--- src/design/uif_pkg.sv ---
package uif_pkg;
	// Register byte addresses on the Wishbone slave
	localparam logic [3:0] UIF_OFS_FLAGS = 4'h0;
	localparam logic [3:0] UIF_OFS_ENABLES = 4'h4;
	localparam logic [3:0] UIF_OFS_ERR_FLAGS = 4'h8;
	localparam logic [3:0] UIF_OFS_ERR_ENABLES = 4'hc;
	localparam logic [3:0] UIF_OFS_STATUS = 4'h0;
	localparam int UIF_ADDR_W = 4;

	// Event flag positions
	localparam int UIF_B_STALL = 7;
	localparam int UIF_B_ATTACH = 6;
	localparam int UIF_B_RESUME = 5;
	localparam int UIF_B_IDLE = 4;
	localparam int UIF_B_TOKEN = 3;
	localparam int UIF_B_FRAME = 2;
	localparam int UIF_B_ERRSUM = 1;
	localparam int UIF_B_RESET = 0;

	// Error flag positions
	localparam int UIF_E_STUFF = 7;
	localparam int UIF_E_BMX = 6;
	localparam int UIF_E_DMA = 5;
	localparam int UIF_E_TURN = 4;
	localparam int UIF_E_SIZE = 3;
	localparam int UIF_E_CRC16 = 2;
	localparam int UIF_E_CRC5_EOF = 1;
	localparam int UIF_E_PID = 0;

	localparam logic [7:0] UIF_RST_FLAGS = 8'h00;
	localparam logic [7:0] UIF_RST_ENABLES = 8'h00;

	// Timing at a 40 MHz clock
	localparam int UIF_CLK_HZ = 40000000;
	localparam int UIF_RESUME_NS = 2500;
	localparam int UIF_ATTACH_NS = 2500;
	localparam int UIF_IDLE_MS = 3;
	localparam int UIF_TURN_BITS = 16;
	localparam int UIF_BIT_HZ = 12000000;
	localparam int UIF_RESUME_CYC = (UIF_RESUME_NS * (UIF_CLK_HZ / 1000000) + 999) / 1000;
	localparam int UIF_ATTACH_CYC = (UIF_ATTACH_NS * (UIF_CLK_HZ / 1000000) + 999) / 1000;
	localparam int UIF_IDLE_CYC = UIF_IDLE_MS * (UIF_CLK_HZ / 1000);
	localparam int UIF_TURN_CYC = (UIF_TURN_BITS * UIF_CLK_HZ + UIF_BIT_HZ - 1) / UIF_BIT_HZ;
	localparam int UIF_FIFO_DEPTH = 4;

	// Events from the serial engine, one-cycle pulses
	typedef struct packed {
		logic stall;
		logic bus_reset;
		logic detach;
		logic sof;
		logic token_done;
		logic bit_stuff;
		logic bmx_addr;
		logic dma_late;
		logic crc16;
		logic crc5;
		logic frame_zero;
		logic size_odd;
		logic pid_bad;
		logic eop;
		logic response;
	} uif_events_t;

	// Completed-token record: endpoint, direction, odd bank
	typedef struct packed {
		logic [3:0] endpoint;
		logic dir_tx;
		logic odd_bank;
	} uif_token_t;

	// Line state sampled from the transceiver
	typedef struct packed {
		logic k_state;
		logic j_idle;
		logic se0;
		logic xfer_busy;
	} uif_line_t;
endpackage : uif_pkg

--- src/design/uif_core.sv ---
`timescale 1ns/100ps
`default_nettype none
module uif_core
	import uif_pkg::*;
#(
	parameter int IDLE_CYC = UIF_IDLE_CYC,
	parameter int DEPTH = UIF_FIFO_DEPTH
) (
	input wire logic clk, // 40 MHz clock
	input wire logic rstn, // Async reset, active low
	input wire logic host_role_enable, // Host role selected
	input wire uif_events_t ev, // Event pulses from engine
	input wire uif_token_t token_rec, // Record taken with token_done
	input wire uif_line_t line, // Sampled line state
	input wire logic [UIF_ADDR_W-1:0] wb_adr_i, // Byte address
	input wire logic [31:0] wb_dat_i, // Write data
	input wire logic [3:0] wb_sel_i, // Byte selects
	input wire logic wb_we_i, // Write enable
	input wire logic wb_cyc_i, // Cycle
	input wire logic wb_stb_i, // Strobe
	output logic [31:0] wb_dat_o, // Read data
	output logic wb_ack_o, // Acknowledge
	output logic [7:0] transfer_status, // FIFO head record
	output logic token_fifo_full, // Engine must hold tokens
	output logic module_irq // Module interrupt
);
	localparam int RCW = $clog2(UIF_RESUME_CYC + 1);
	localparam int ACW = $clog2(UIF_ATTACH_CYC + 1);
	localparam int ICW = $clog2(IDLE_CYC + 1);
	localparam int TCW = $clog2(UIF_TURN_CYC + 2);
	localparam int PW = $clog2(DEPTH);

	logic [7:0] flags_reg;
	logic [7:0] enables_reg;
	logic [7:0] err_flags_reg;
	logic [7:0] err_enables_reg;
	logic [7:0] flags_view;
	logic [7:0] flags_set;
	logic [7:0] err_set;
	logic [7:0] flags_clr;
	logic [7:0] err_clr;
	logic ack_reg;
	logic wr_go;
	logic [RCW-1:0] resume_cnt_reg;
	logic [ACW-1:0] attach_cnt_reg;
	logic [ICW-1:0] idle_cnt_reg;
	logic [TCW-1:0] turn_cnt_reg;
	logic turn_wait_reg;
	logic resume_hit;
	logic attach_hit;
	logic idle_hit;
	logic turn_hit;
	logic attached_reg;
	uif_token_t fifo_mem [DEPTH];
	logic [PW-1:0] wr_ptr_reg;
	logic [PW-1:0] rd_ptr_reg;
	logic [PW:0] count_reg;
	logic fifo_push;
	logic fifo_pop;
	logic token_pending;

	function automatic logic [7:0] w1c_mask(input logic [31:0] d, input logic [3:0] sel);
		w1c_mask = sel[0] ? d[7:0] : 8'h00;
	endfunction : w1c_mask

	// Bus slave: one wait state, ack drops the cycle after it is given
	assign wr_go = wb_cyc_i & wb_stb_i & wb_we_i & ~ack_reg;

	always_ff @(posedge clk or negedge rstn) begin
		if (!rstn) begin
			ack_reg <= 1'b0;
		end else begin
			ack_reg <= wb_cyc_i & wb_stb_i & ~ack_reg;
		end
	end
	assign wb_ack_o = ack_reg;

	always_ff @(posedge clk or negedge rstn) begin
		if (!rstn) begin
			wb_dat_o <= 32'h0000_0000;
		end else if (wb_cyc_i && wb_stb_i && !wb_we_i && !ack_reg) begin
			case (wb_adr_i)
				UIF_OFS_FLAGS: wb_dat_o <= {24'h00_0000, flags_view};
				UIF_OFS_ENABLES: wb_dat_o <= {24'h00_0000, enables_reg};
				UIF_OFS_ERR_FLAGS: wb_dat_o <= {24'h00_0000, err_flags_reg};
				UIF_OFS_ERR_ENABLES: wb_dat_o <= {24'h00_0000, err_enables_reg};
				default: wb_dat_o <= 32'h0000_0000;
			endcase
		end
	end

	assign flags_clr = (wr_go && wb_adr_i == UIF_OFS_FLAGS) ? w1c_mask(wb_dat_i, wb_sel_i) : 8'h00;
	assign err_clr = (wr_go && wb_adr_i == UIF_OFS_ERR_FLAGS) ? w1c_mask(wb_dat_i, wb_sel_i) : 8'h00;

	always_ff @(posedge clk or negedge rstn) begin
		if (!rstn) begin
			enables_reg <= UIF_RST_ENABLES;
			err_enables_reg <= UIF_RST_ENABLES;
		end else if (wr_go && wb_sel_i[0]) begin
			if (wb_adr_i == UIF_OFS_ENABLES) begin
				enables_reg <= wb_dat_i[7:0];
			end
			if (wb_adr_i == UIF_OFS_ERR_ENABLES) begin
				err_enables_reg <= wb_dat_i[7:0];
			end
		end
	end

	// Resume: K held 2.5 us
	always_ff @(posedge clk or negedge rstn) begin
		if (!rstn) begin
			resume_cnt_reg <= '0;
		end else if (!line.k_state) begin
			resume_cnt_reg <= '0;
		end else if (resume_cnt_reg != RCW'(UIF_RESUME_CYC)) begin
			resume_cnt_reg <= resume_cnt_reg + 1'b1;
		end
	end
	assign resume_hit = line.k_state && resume_cnt_reg == RCW'(UIF_RESUME_CYC - 1);

	// Attach: host role, quiet and not SE0 for 2.5 us; fires once per attachment
	always_ff @(posedge clk or negedge rstn) begin
		if (!rstn) begin
			attach_cnt_reg <= '0;
		end else if (!host_role_enable || line.se0 || !line.j_idle) begin
			attach_cnt_reg <= '0;
		end else if (attach_cnt_reg != ACW'(UIF_ATTACH_CYC)) begin
			attach_cnt_reg <= attach_cnt_reg + 1'b1;
		end
	end
	assign attach_hit = host_role_enable && !line.se0 && line.j_idle && !attached_reg
		&& attach_cnt_reg == ACW'(UIF_ATTACH_CYC - 1);

	always_ff @(posedge clk or negedge rstn) begin
		if (!rstn) begin
			attached_reg <= 1'b0;
		end else if (!host_role_enable || ev.detach) begin
			attached_reg <= 1'b0;
		end else if (attach_hit) begin
			attached_reg <= 1'b1;
		end
	end

	// Idle: 3 ms of unbroken idle bus
	always_ff @(posedge clk or negedge rstn) begin
		if (!rstn) begin
			idle_cnt_reg <= '0;
		end else if (!line.j_idle) begin
			idle_cnt_reg <= '0;
		end else if (idle_cnt_reg != ICW'(IDLE_CYC)) begin
			idle_cnt_reg <= idle_cnt_reg + 1'b1;
		end
	end
	assign idle_hit = line.j_idle && idle_cnt_reg == ICW'(IDLE_CYC - 1);

	// Turnaround: armed by EOP, disarmed by a response
	always_ff @(posedge clk or negedge rstn) begin
		if (!rstn) begin
			turn_wait_reg <= 1'b0;
			turn_cnt_reg <= '0;
		end else if (ev.eop) begin
			turn_wait_reg <= 1'b1;
			turn_cnt_reg <= '0;
		end else if (ev.response || !line.j_idle || turn_hit) begin
			turn_wait_reg <= 1'b0;
		end else if (turn_wait_reg) begin
			turn_cnt_reg <= turn_cnt_reg + 1'b1;
		end
	end
	assign turn_hit = turn_wait_reg && !ev.response && line.j_idle
		&& turn_cnt_reg == TCW'(UIF_TURN_CYC);

	// Error set terms
	always_comb begin
		err_set = 8'h00;
		err_set[UIF_E_STUFF] = ev.bit_stuff;
		err_set[UIF_E_BMX] = ev.bmx_addr;
		err_set[UIF_E_DMA] = ev.dma_late;
		err_set[UIF_E_TURN] = turn_hit;
		err_set[UIF_E_SIZE] = ev.size_odd;
		err_set[UIF_E_CRC16] = ev.crc16;
		err_set[UIF_E_CRC5_EOF] = host_role_enable ? (ev.frame_zero & line.xfer_busy) : ev.crc5;
		err_set[UIF_E_PID] = ev.pid_bad;
	end

	// Set wins over a simultaneous clear
	always_ff @(posedge clk or negedge rstn) begin
		if (!rstn) begin
			err_flags_reg <= UIF_RST_FLAGS;
		end else begin
			err_flags_reg <= (err_flags_reg & ~err_clr) | err_set;
		end
	end

	always_comb begin
		flags_set = 8'h00;
		flags_set[UIF_B_STALL] = ev.stall;
		flags_set[UIF_B_ATTACH] = attach_hit;
		flags_set[UIF_B_RESUME] = resume_hit;
		flags_set[UIF_B_IDLE] = idle_hit;
		flags_set[UIF_B_TOKEN] = 1'b0;
		flags_set[UIF_B_FRAME] = ev.sof;
		flags_set[UIF_B_RESET] = host_role_enable ? ev.detach : ev.bus_reset;
	end

	always_ff @(posedge clk or negedge rstn) begin
		if (!rstn) begin
			flags_reg <= UIF_RST_FLAGS;
		end else begin
			flags_reg <= (flags_reg & ~flags_clr) | flags_set;
		end
	end

	// Token-done mirrors FIFO occupancy, so each clear exposes the next entry
	assign token_pending = count_reg != '0;
	// Error summary follows the masked error flags, read-only
	always_comb begin
		flags_view = flags_reg;
		flags_view[UIF_B_TOKEN] = token_pending;
		flags_view[UIF_B_ERRSUM] = |(err_flags_reg & err_enables_reg);
	end

	// Status FIFO; engine must honour full, an extra token is dropped
	assign fifo_push = ev.token_done && count_reg != (PW+1)'(DEPTH);
	assign fifo_pop = token_pending && flags_clr[UIF_B_TOKEN];
	assign token_fifo_full = count_reg == (PW+1)'(DEPTH);

	always_ff @(posedge clk) begin
		if (fifo_push) begin
			fifo_mem[wr_ptr_reg] <= token_rec;
		end
	end

	always_ff @(posedge clk or negedge rstn) begin
		if (!rstn) begin
			wr_ptr_reg <= '0;
			rd_ptr_reg <= '0;
			count_reg <= '0;
		end else begin
			if (fifo_push) begin
				wr_ptr_reg <= PW'(wr_ptr_reg + 1'b1);
			end
			if (fifo_pop) begin
				rd_ptr_reg <= PW'(rd_ptr_reg + 1'b1);
			end
			count_reg <= (PW+1)'(count_reg + (PW+1)'(fifo_push) - (PW+1)'(fifo_pop));
		end
	end

	always_ff @(posedge clk or negedge rstn) begin
		if (!rstn) begin
			transfer_status <= 8'h00;
		end else if (count_reg != '0 || fifo_push) begin
			transfer_status <= {fifo_mem[fifo_pop ? PW'(rd_ptr_reg + 1'b1) : rd_ptr_reg], 2'b00};
		end
	end

	// Enable bit 0 covers reset or detach since bit 0 is already role-selected
	always_ff @(posedge clk or negedge rstn) begin
		if (!rstn) begin
			module_irq <= 1'b0;
		end else begin
			module_irq <= |(flags_view & enables_reg);
		end
	end
endmodule : uif_core
`default_nettype wire

--- config.mk ---
export PLATFORM = sky130hd
export DESIGN_NAME = uif_core
export DESIGN_NICKNAME = d
export VERILOG_FILES = /design/src/design/uif_pkg.sv /design/src/design/uif_core.sv
export SDC_FILE = /design/constraint.sdc
export NUM_CORES = 1
export LEC_CHECK = 0
export BUFFER_PORTS_ARGS = -buffer_cell sky130_fd_sc_hd__buf_4
export CORE_MARGIN = 2
export CORE_UTILIZATION = 30
export DETAILED_ROUTE_END_ITERATION = 10
export PLACE_DENSITY_LB_ADDON = 0.12
export SLEW_MARGIN = 25
export SYNTH_ARGS = -nofsm -noshare
export SYNTH_HDL_FRONTEND = slang
export SYNTH_SLANG_ARGS = --single-unit
--- constraint.sdc ---
create_clock -name clk -period 2.85 [get_ports clk]
set_input_delay 0.285 -clock clk [delete_from_list [all_inputs] [get_ports clk]]
set_output_delay 0.285 -clock clk [all_outputs]
set_load 0.01 [all_outputs]
==> flow_metrics.tcl, run 1 <==
set metrics [dict create \
    timing.final.crit_share 0.9161 \
    ant_nets 0 \
    postSynthAreaPerCell_um2 11.52 \
    yosys.area.top_type_share 0.3949 \
    crit_required_ns 3.14 \
    netlist_instances 506 \
    fin_util 0.3812 \
    synth_area_leader_cell "dfrtp_1" \
    hold_class "input pin to register" \
    dp_hpwl_mm 9.186 \
    setup_viol 0 \
    hold_violations 0 \
    busiest_layer "met2" \
    fin_nets 669 \
    dr.first_iter.drc_count 210 \
    grt_pass1_wl_mm 21.45 \
    antenna_found_initial 0 \
    cts.sinks 116 \
    cts_made_buffers 17 \
    synth_commonest_cells "dfrtp_1 (92), nand2_1 (43), buf_4 (26)" \
    grt_pass1_vias 4009 \
    synth_seq_cells 116 \
    synthDistinctLibCells 53 \
    n_antenna_cell 0 \
    cts_tree "yes" \
    post-synth-top-count-cell "dfrtp_1" \
    setup.worst_path.start_class "register" \
    largest_reg_flops 24 \
    dieArea_um2 20560 \
    synth_edf_count 24 \
    grt_max_degree 52 \
    root_buffer "clkbuf_16" \
    slew_viol_final 0 \
    yosys_warnings 0 \
    wire_per_inst_um 14.87 \
    crit_fanout 5 \
    num_rows 50 \
    numPortBuffers 60 \
    synth_area_leaders "dfrtp_1 (39%), edfxtp_1 (12%), mux4_2 (5.0%)" \
    drv_cap 0 \
    status "complete, no violations" \
    worstPathArrival_ns 2.90 \
    nFillCells 1858 \
    routed_wl_mm 12.73 \
    clk_pin_slew_ns 0.06 \
    coreArea_um2 18890 \
    drc 0 \
    endpoint_kind "register" \
    clk_latency_ns 0.42 \
    rrSetupSlack_ns 0.24 \
    path_class "register to register" \
    use_met3 0.03632 \
    syn2layout_area_growth_pct 23.55 \
    syn_area_um2 5829 \
    post_cts_resized 0 \
    layout-drive-gt1-share 0.2466 \
    use_met2 0.2018 \
    ys_seq_area_frac 0.5186 \
    h-tree-depth 4 \
    powerDensity_nw_per_um2 691.7 \
    fin_skew_ns 0.007092 \
    die_h_um 143.4 \
    gp_congestion 0.7662 \
    ys.flop_type "dfrtp_1" \
    via_per_inst 4.662 \
    tightest_slew_ns 0.6122 \
    ir_worst_vdd_uv 426.2 \
    dieWidth_um 143.4 \
    use_met1 0.1907 \
    io_pins 114 \
    period_minus_slack_ns 2.611 \
    timing.fmax_mhz 383.0 \
    max_slew_margin 0.5881 \
    grt_setup_unrepaired "no" \
    track_usage 0.1342 \
    initial_core_util 0.3085 \
    power_leakage_nw 3.074 \
    synth-async-reset-ratio 0.7931 \
    first_pass_iters 4 \
    finalSetupTns_ns 0 \
    clockBufferDepth 2 \
    num_vias 3991 \
    grt.overflow.total 0 \
]
-- per-stage QoR --
stage	std cells	setup WS, ns	hold slack (ns)	area, um^2	power [W]
final	856	0.2391	0.03169	7202	0.004982
after global routing	856	0.08129	0.02700	7202	0.005232
after floorplan	531	0.1988	-0.01059	5923	0.002425
after global placement	823	0.2405	0.3370	6550	0.002685
after CTS	856	0.2374	0.01501	7202	0.005048
after detailed placement	823	0.1946	0.3334	6550	0.002706
-- report_power, final --
part           internal (W)  switching [W]
Sequential          0.00188       0.000135
Clock               0.00149       0.000828
Combinational      0.000317       0.000335
Total               0.00368        0.00130
-- repair_timing --
item,in CTS,in global routing
hold endpoints to repair,41,0
buffers inserted,0,0
hold buffers,1,0
-- layer usage --
layer | vias up | routed length, um
li1 | 1932 | -
met1 | 1967 | 6288
met2 | 84 | 5690
met3 | 8 | 659
met4 | 0 | 88
met5 | - | 0
-- placed cells by master (no fill, tap or decap), types with 4 or more instances in the layout --
| cell | count |
|---|---|
| a21boi_0 | 6 |
| a21o_1 | 8 |
| a221o_1 | 5 |
| a22o_1 | 9 |
| a22oi_1 | 7 |
| and2_1 | 18 |
| and3_1 | 5 |
| buf_4 | 73 |
| bufinv_16 | 4 |
| clkbuf_16 | 17 |
| clkinv_4 | 5 |
| conb_1 | 26 |
| dfrtp_1 | 92 |
| edfxtp_1 | 24 |
| ha_1 | 14 |
| inv_1 | 22 |
| inv_6 | 6 |
| mux2_2 | 20 |
| mux2i_1 | 4 |
| mux4_2 | 13 |
| nand2_1 | 43 |
| nand3_1 | 16 |
| nand3b_1 | 7 |
| nand4_1 | 9 |
| nor2_1 | 23 |
| nor2b_1 | 10 |
| nor3_1 | 14 |
| nor3b_1 | 7 |
| nor4_1 | 4 |
| o21ai_0 | 12 |
| or3_1 | 10 |
| xnor2_1 | 17 |
| xor2_1 | 9 |
-- area by class of cell --
| class | instances | area, um^2 | share of cell area |
|---|---|---|---|
| multi-input combinational | 351 | 2551 | 0.3542 |
| clock inverter | 15 | 216.5 | 0.03006 |
| tap | 260 | 325.3 | 0.04517 |
| clock buffer | 17 | 425.4 | 0.05907 |
| timing repair buffer | 75 | 578.1 | 0.08026 |
| inverter | 22 | 82.58 | 0.01147 |
| sequential | 116 | 3023 | 0.4197 |
-- path summary, 6_finish.rpt --
kind	cells past startpoint	end	start
worst max-delay path	10	count_reg[2]	wb_ack_o
worst min-delay path	2	attached_reg	ev[12]
worst max register to register	10	count_reg[2]	wb_ack_o
worst min register to register	1	wb_dat_o[0]	wb_dat_o[0]
max in group asynchronous	3	rd_ptr_reg[0]	rstn
min in group asynchronous	2	attach_cnt_reg[0]	rstn
-- critical path, stage by stage (launching register included) --
cell and delay [ns]:
dfrtp_1 0.39, nand3b_1 0.27, or4_1 0.60, inv_1 0.11, ha_1 0.23, inv_1 0.06
ha_1 0.14, inv_1 0.05, fa_1 0.37, xnor2_1 0.14, xnor2_1 0.13
-- cells by family after synthesis --
group | count (synthesis) | synth area share
AOI/OAI and AO/OA | 66 | 0.08371
xor gates and xnor gates | 26 | 0.03906
adders and majority gates | 15 | 0.03348
buffers and inverters | 64 | 0.05988
DFF | 116 | 0.5186
muxes | 37 | 0.09573
other | 1 | 0.0006433
and+or+nand+nor | 181 | 0.1689
Power figures use the tool's default switching activity.
==> inputs of run 2 (changes only) <==
--- a/config.mk
+++ b/config.mk
@@ -10,6 +10,8 @@
 export CORE_UTILIZATION = 30
 export DETAILED_ROUTE_END_ITERATION = 10
 export PLACE_DENSITY_LB_ADDON = 0.12
+export REMOVE_ABC_BUFFERS = 1
+export SKIP_CTS_REPAIR_TIMING = 1
 export SLEW_MARGIN = 25
 export SYNTH_ARGS = -nofsm -noshare
 export SYNTH_HDL_FRONTEND = slang
==> run 2 against run 1 <==
  * Design area is 1.0% lower
  * Clock skew increased by 0.00056 ns
  * Sequential share of layout area increased by 0.43 points
  * Sequential cell count did not move
  * Core utilization down 0.39 points
  * Register-to-register slack improved by 0.15 ns
  * Power down 6.7%
  * First-iteration DRC count is 17% lower
  * Setup slack improved by 0.15 ns
  * Worst hold slack better by 0.0091 ns
  * Largest cell class unchanged
==> flow_metrics.tcl, run 2 (synthesis results as in run 1) <==
set metrics [dict create \
    r2r_end "count_reg[2]" \
    tightest_slew_ns 0.7023 \
    swShare 0.2610 \
    dieArea_um2 20560 \
    instances_no_fill 858 \
    grt_pass1_wl_mm 21.66 \
    clkPwrFrac 0.425 \
    endpoint_kind "register" \
    max_slew_margin 0.5275 \
    seq_power_share 0.432 \
    setup.worst_path.start_class "register" \
    grt_max_degree 55 \
    drc 0 \
    hold_violations 0 \
    layout_commonest_cell "dfrtp_1" \
    timing.fmax_mhz 405.7 \
    cts.sinks 116 \
    layout-drive-gt1-share 0.2425 \
    worstPathCellList "nand3b_1 > or4_1 > inv_1 > ha_1 > inv_1 > ha_1 > inv_1 > fa_1 > xnor2_1 > xnor2_1" \
    num_vias 4035 \
    first_pass_iters 4 \
    critPathCapture "count_reg[2]" \
    path_buf_inv 3 \
    via_per_inst 4.703 \
    layout_common_cells "dfrtp_1 (92), buf_4 (75), nand2_1 (43)" \
    power_leakage_nw 3.035 \
    hold_class "input pin to register" \
    grt_pass1_vias 4095 \
    period_minus_slack_ns 2.465 \
    grt_setup_unrepaired "no" \
    powerDensity_nw_per_um2 651.9 \
    clk_latency_ns 0.41 \
    dr.first_iter.drc_count 175 \
    coreArea_um2 18890 \
    dieWidth_um 143.4 \
    ir_worst_vdd_uv 443.1 \
    crit_required_ns 3.18 \
    pre_cts_slack_ns 0.1714 \
    worstReg2RegStart "wb_ack_o" \
    h-tree-depth 4 \
    n_antenna_cell 0 \
    postPlaceCellArea_um2 6565 \
    whs_ns 0.04079 \
    design_area_um2 7128 \
    internal_power_w 0.003434 \
    routed_wl_mm 13.16 \
    cts_tree "yes" \
    place_inst 825 \
    cp.depth 10 \
    crit_family "simple AND/OR/NAND/NOR gates" \
    grt.overflow.total 0 \
    layout_setup_ws_ns 0.3854 \
    syn2layout_area_growth_pct 22.28 \
    largest_reg_flops 24 \
    num_rows 50 \
    timing.final.crit_share 0.8648 \
    power.switching_w 0.001213 \
    track_usage 0.1384 \
    ant_nets 0 \
    drv_cap 0 \
    rrSetupSlack_ns 0.39 \
    initial_core_util 0.3085 \
    gp_congestion 0.7196 \
    clk_pin_slew_ns 0.05 \
    cpMaxStageDelayCell "or4_1" \
    clockBufferDepth 2 \
    r2r_cells 10 \
    setup_viol 0 \
    fin_nets 671 \
    numPortBuffers 60 \
    cp_common_cell "inv_1" \
    root_buffer "clkbuf_16" \
    io_pins 114 \
    finalSetupTns_ns 0 \
    status "complete, no violations" \
    worstPathArrival_ns 2.80 \
    path_class "register to register" \
    wire_per_inst_um 15.34 \
    fin_skew_ns 0.007657 \
    die_h_um 143.4 \
    combPwrFrac 0.143 \
    crit_fanout 3 \
    critPathMaxStageDelay_ns 0.54 \
    startpoint "wb_ack_o" \
    dp_hpwl_mm 9.265 \
    cts_made_buffers 17 \
    antenna_found_initial 0 \
    slew_viol_final 0 \
]
run 2: final cells by class:
cell class | count | area (um^2)
fill | 1875 | 11770
sequential | 116 | 3023
multi-input combinational | 351 | 2551
timing repair buffer | 77 | 593.1
clock buffer | 25 | 506.7
tap | 260 | 325.3
inverter | 22 | 82.58
clock inverter | 7 | 46.29
run 2: per-stage QoR:
stage          utilization  power [W]
4_1_cts             0.3768   0.004726
2_1_floorplan            -   0.002386
6_report            0.3773   0.004647
3_5_place_dp        0.3475   0.002722
5_1_grt             0.3773   0.004908
3_3_place_gp        0.3475   0.002692
run 2: worst reg2reg max path, stage by stage, from the launching register on:
cell and delay (ns):
dfrtp_1 0.40, nand3b_1 0.20, or4_1 0.54, inv_1 0.10, ha_1 0.23, inv_1 0.06
ha_1 0.13, inv_1 0.05, fa_1 0.37, xnor2_1 0.18, xnor2_1 0.14
run 2: power by group through the flow:
stage | registers, W | clock network [W] | logic [W]
6_report | 0.00201 | 0.00197 | 0.000665
5_1_grt | 0.00203 | 0.00212 | 0.000759
4_1_cts | 0.00201 | 0.00203 | 0.000687
3_5_place_dp | 0.00204 | 0 | 0.000684
3_3_place_gp | 0.00203 | 0 | 0.000660
2_1_floorplan | 0.00202 | 0 | 0.000364
run 2: metal layers:
layer	wire length, um	up-vias	GRT usage
li1	-	1926	-
met1	6152	2000	0.1853
met2	6248	98	0.2170
met3	607	11	0.03632
met4	151	0	0.04902
met5	0	-	0
run 2: worst min path at each step:
stage / from / end / slack (ns) / cells past startpoint
5_1_grt: ev[9] / err_flags_reg[7] / 0.04 / 2
3_3_place_gp: rstn / resume_cnt_reg[1] / 0.31 / 1
6_report: ev[12] / attached_reg / 0.04 / 2
2_1_floorplan: rstn / attach_cnt_reg[0] / -0.01 / 0
4_1_cts: rstn / resume_cnt_reg[1] / -0.14 / 1
3_5_place_dp: rstn / resume_cnt_reg[1] / 0.31 / 1
==> inputs of run 3 (changes only) <==
--- a/config.mk
+++ b/config.mk
@@ -5,6 +5,7 @@
 export SDC_FILE = /design/constraint.sdc
 export NUM_CORES = 1
 export LEC_CHECK = 0
+export ABC_AREA = 1
 export BUFFER_PORTS_ARGS = -buffer_cell sky130_fd_sc_hd__buf_4
 export CORE_MARGIN = 2
 export CORE_UTILIZATION = 30
==> run 3 against run 2 <==
  * First-iteration DRC count up 29%
  * Clock skew decreased by 0.0028 ns
  * Critical path depth rose by 3
  * Count of clock-buffer cells in the layout is 8 lower
  * Synthesized area hardly changed
  * Fmax up 6.2%
  * Global-route usage about the same
  * Wire length fell by 1.2%
  * Cell count up 20%
  * Core utilization increased by 0.29 points
  * Synthesized cell count is 34% higher
  * Via count is 13% higher
  * Highest routed layer unchanged
==> flow_metrics.tcl, run 3 <==
set metrics [dict create \
    synthDistinctLibCells 44 \
    postPlaceCellArea_um2 6487 \
    grt_pass1_vias 4498 \
    hold_class "input pin to register" \
    dieWidth_um 143.3 \
    n_antenna_cell 0 \
    synth_commonest_cells "nand2_1 (170), inv_1 (102), dfrtp_1 (92)" \
    routed_wl_mm 13.00 \
    timing.final.crit_share 0.8145 \
    seq_power_share 0.384 \
    cts.sinks 116 \
    multi_input_area_um2 2260 \
    critPathMaxStageDelay_ns 0.40 \
    grt.overflow.total 0 \
    finalSetupTns_ns 0 \
    clk_pin_slew_ns 0.05 \
    powerDensity_nw_per_um2 735.8 \
    num_vias 4550 \
    die_h_um 143.3 \
    h-tree-depth 4 \
    drv_cap 0 \
    path_buf_inv 4 \
    layout_commonest_cell "nand2_1" \
    layout_setup_ws_ns 0.5287 \
    setup.worst_path.start_class "register" \
    post-synth-top-count-cell "nand2_1" \
    yosys_warnings 0 \
    fin_skew_ns 0.004884 \
    coreArea_um2 18890 \
    io_pins 114 \
    first_pass_iters 4 \
    worstPathCellList "inv_1 > nand2_1 > nor2_1 > nor2_4 > nand2_4 > inv_1 > ha_1 > inv_1 > ha_1 > inv_1 > fa_1 > xnor2_1 > xor2_1" \
    whs_ns 0.05119 \
    layout_common_cells "nand2_1 (170), inv_1 (102), dfrtp_1 (92)" \
    status "complete, no violations" \
    layout-drive-gt1-share 0.1410 \
    wire_per_inst_um 12.67 \
    clk_latency_ns 0.41 \
    nFillCells 1968 \
    yosys.area.top_type_share 0.3953 \
    ys_seq_area_frac 0.5190 \
    grt_setup_unrepaired "no" \
    crit_family "adder cells" \
    cts_made_buffers 17 \
    endpoint_kind "register" \
    gp_congestion 0.8151 \
    ant_nets 0 \
    seqCellArea_um2 3023 \
    clkPwrFrac 0.470 \
    root_buffer "clkbuf_16" \
    synth_area_leaders "dfrtp_1 (40%), edfxtp_1 (12%), nand2_1 (11%)" \
    synth-async-reset-ratio 0.7931 \
    timing.fmax_mhz 430.8 \
    slew_viol_final 0 \
    grt_max_degree 56 \
    cp_common_cell "inv_1" \
    swShare 0.2563 \
    combPwrFrac 0.146 \
    period_minus_slack_ns 2.321 \
    power.switching_w 0.001355 \
    power_leakage_nw 3.393 \
    internal_power_w 0.003931 \
    netlist_instances 678 \
    design_area_um2 7183 \
    cpMaxStageDelayCell "dfrtp_1" \
    ir_worst_vdd_uv 490.2 \
    fin_util 0.3802 \
    dieArea_um2 20540 \
    num_rows 50 \
    hold_violations 0 \
    syn_area_um2 5824 \
    path_class "register to register" \
    drc 0 \
    cts_tree "yes" \
    setup_viol 0 \
    antenna_found_initial 0 \
    crit_fanout 4 \
    postSynthAreaPerCell_um2 8.590 \
    crit_required_ns 3.18 \
    synth_seq_cells 116 \
    pre_cts_slack_ns 0.4905 \
    dp_hpwl_mm 9.496 \
    synth_area_leader_cell "dfrtp_1" \
    track_usage 0.1386 \
    largest_reg_flops 24 \
    ys.flop_type "dfrtp_1" \
    tightest_slew_ns 0.6828 \
    numPortBuffers 60 \
    worstPathArrival_ns 2.65 \
    grt_pass1_wl_mm 22.00 \
    via_per_inst 4.435 \
    initial_core_util 0.3083 \
    fin_nets 839 \
    clockBufferDepth 2 \
    syn2layout_area_growth_pct 23.33 \
    max_slew_margin 0.5431 \
    dr.first_iter.drc_count 225 \
    synth_edf_count 24 \
]
run 3: cell count changes in the layout (fill, tap and decap cells not counted), sizes merged, moves of 15 or more:
cell   before  now
nand2      43  174
a21oi       3   24
o21ai      12   54
mux2       20    0
nor2       23   47
xnor2      17    2
inv        22  102
and2       18    0
nand3      16   51
run 3: layout make-up:
| cell class | count | area share |
|---|---|---|
| sequential | 116 | 0.4208 |
| multi-input combinational | 449 | 0.3146 |
| timing repair buffer | 64 | 0.06898 |
| clock buffer | 17 | 0.05922 |
| inverter | 105 | 0.05487 |
| tap | 260 | 0.04529 |
| clock inverter | 15 | 0.03623 |
run 3: logic make-up (layout without fill, tap and decap cells):
| kind of cell | count (synthesis) | in the layout | synth area share |
|---|---|---|---|
| and+or+nand+nor | 308 | 308 | 0.2404 |
| buffers and inverters | 138 | 201 | 0.1091 |
| DFF | 116 | 116 | 0.5190 |
| AOI/OAI and AO/OA | 94 | 94 | 0.08829 |
| adders and majority gates | 15 | 15 | 0.03351 |
| xor gates and xnor gates | 6 | 6 | 0.009022 |
| other | 1 | 26 | 0.0006439 |
run 3: power by group through the flow:
stage	Combinational (W)	Clock (W)	Sequential, W
after global routing	0.000896	0.00261	0.00206
after global placement	0.000751	0	0.00205
final	0.000771	0.00248	0.00203
after CTS	0.000789	0.00255	0.00203
after floorplan	0.000460	0	0.00205
after detailed placement	0.000785	0	0.00206
run 3: metrics by stage:
| stage | power, W | std cells |
|---|---|---|
| 5_1_grt | 0.005565 | 1026 |
| 4_1_cts | 0.005370 | 1025 |
| 2_1_floorplan | 0.002513 | 670 |
| 3_5_place_dp | 0.002847 | 993 |
| 3_3_place_gp | 0.002804 | 993 |
| 6_report | 0.005285 | 1026 |
run 3: path summary, 6_finish.rpt:
path,startpoint,endpoint,slack [ns],depth (start not counted)
min,ev[1],turn_cnt_reg[3],0.05,2
min in group asynchronous,rstn,attach_cnt_reg[5],0.39,2
min reg2reg,transfer_status[2],transfer_status[2],0.48,2
max reg2reg,count_reg[1],count_reg[2],0.53,13
max in group asynchronous,rstn,transfer_status[6],1.77,3
max,count_reg[1],count_reg[2],0.53,13
run 3: per-layer routing:
layer	GRT usage	share of wire
met5	0	0
met4	0.05418	0.015
met3	0.03332	0.041
met2	0.2236	0.47
met1	0.1803	0.47
run 3: worst reg2reg max path, stage by stage, from the launching register on:
cell	delay (ns)
dfrtp_1	0.40
inv_1	0.11
nand2_1	0.05
nor2_1	0.21
nor2_4	0.09
nand2_4	0.09
inv_1	0.04
ha_1	0.26
inv_1	0.06
ha_1	0.13
inv_1	0.05
fa_1	0.37
xnor2_1	0.21
xor2_1	0.17
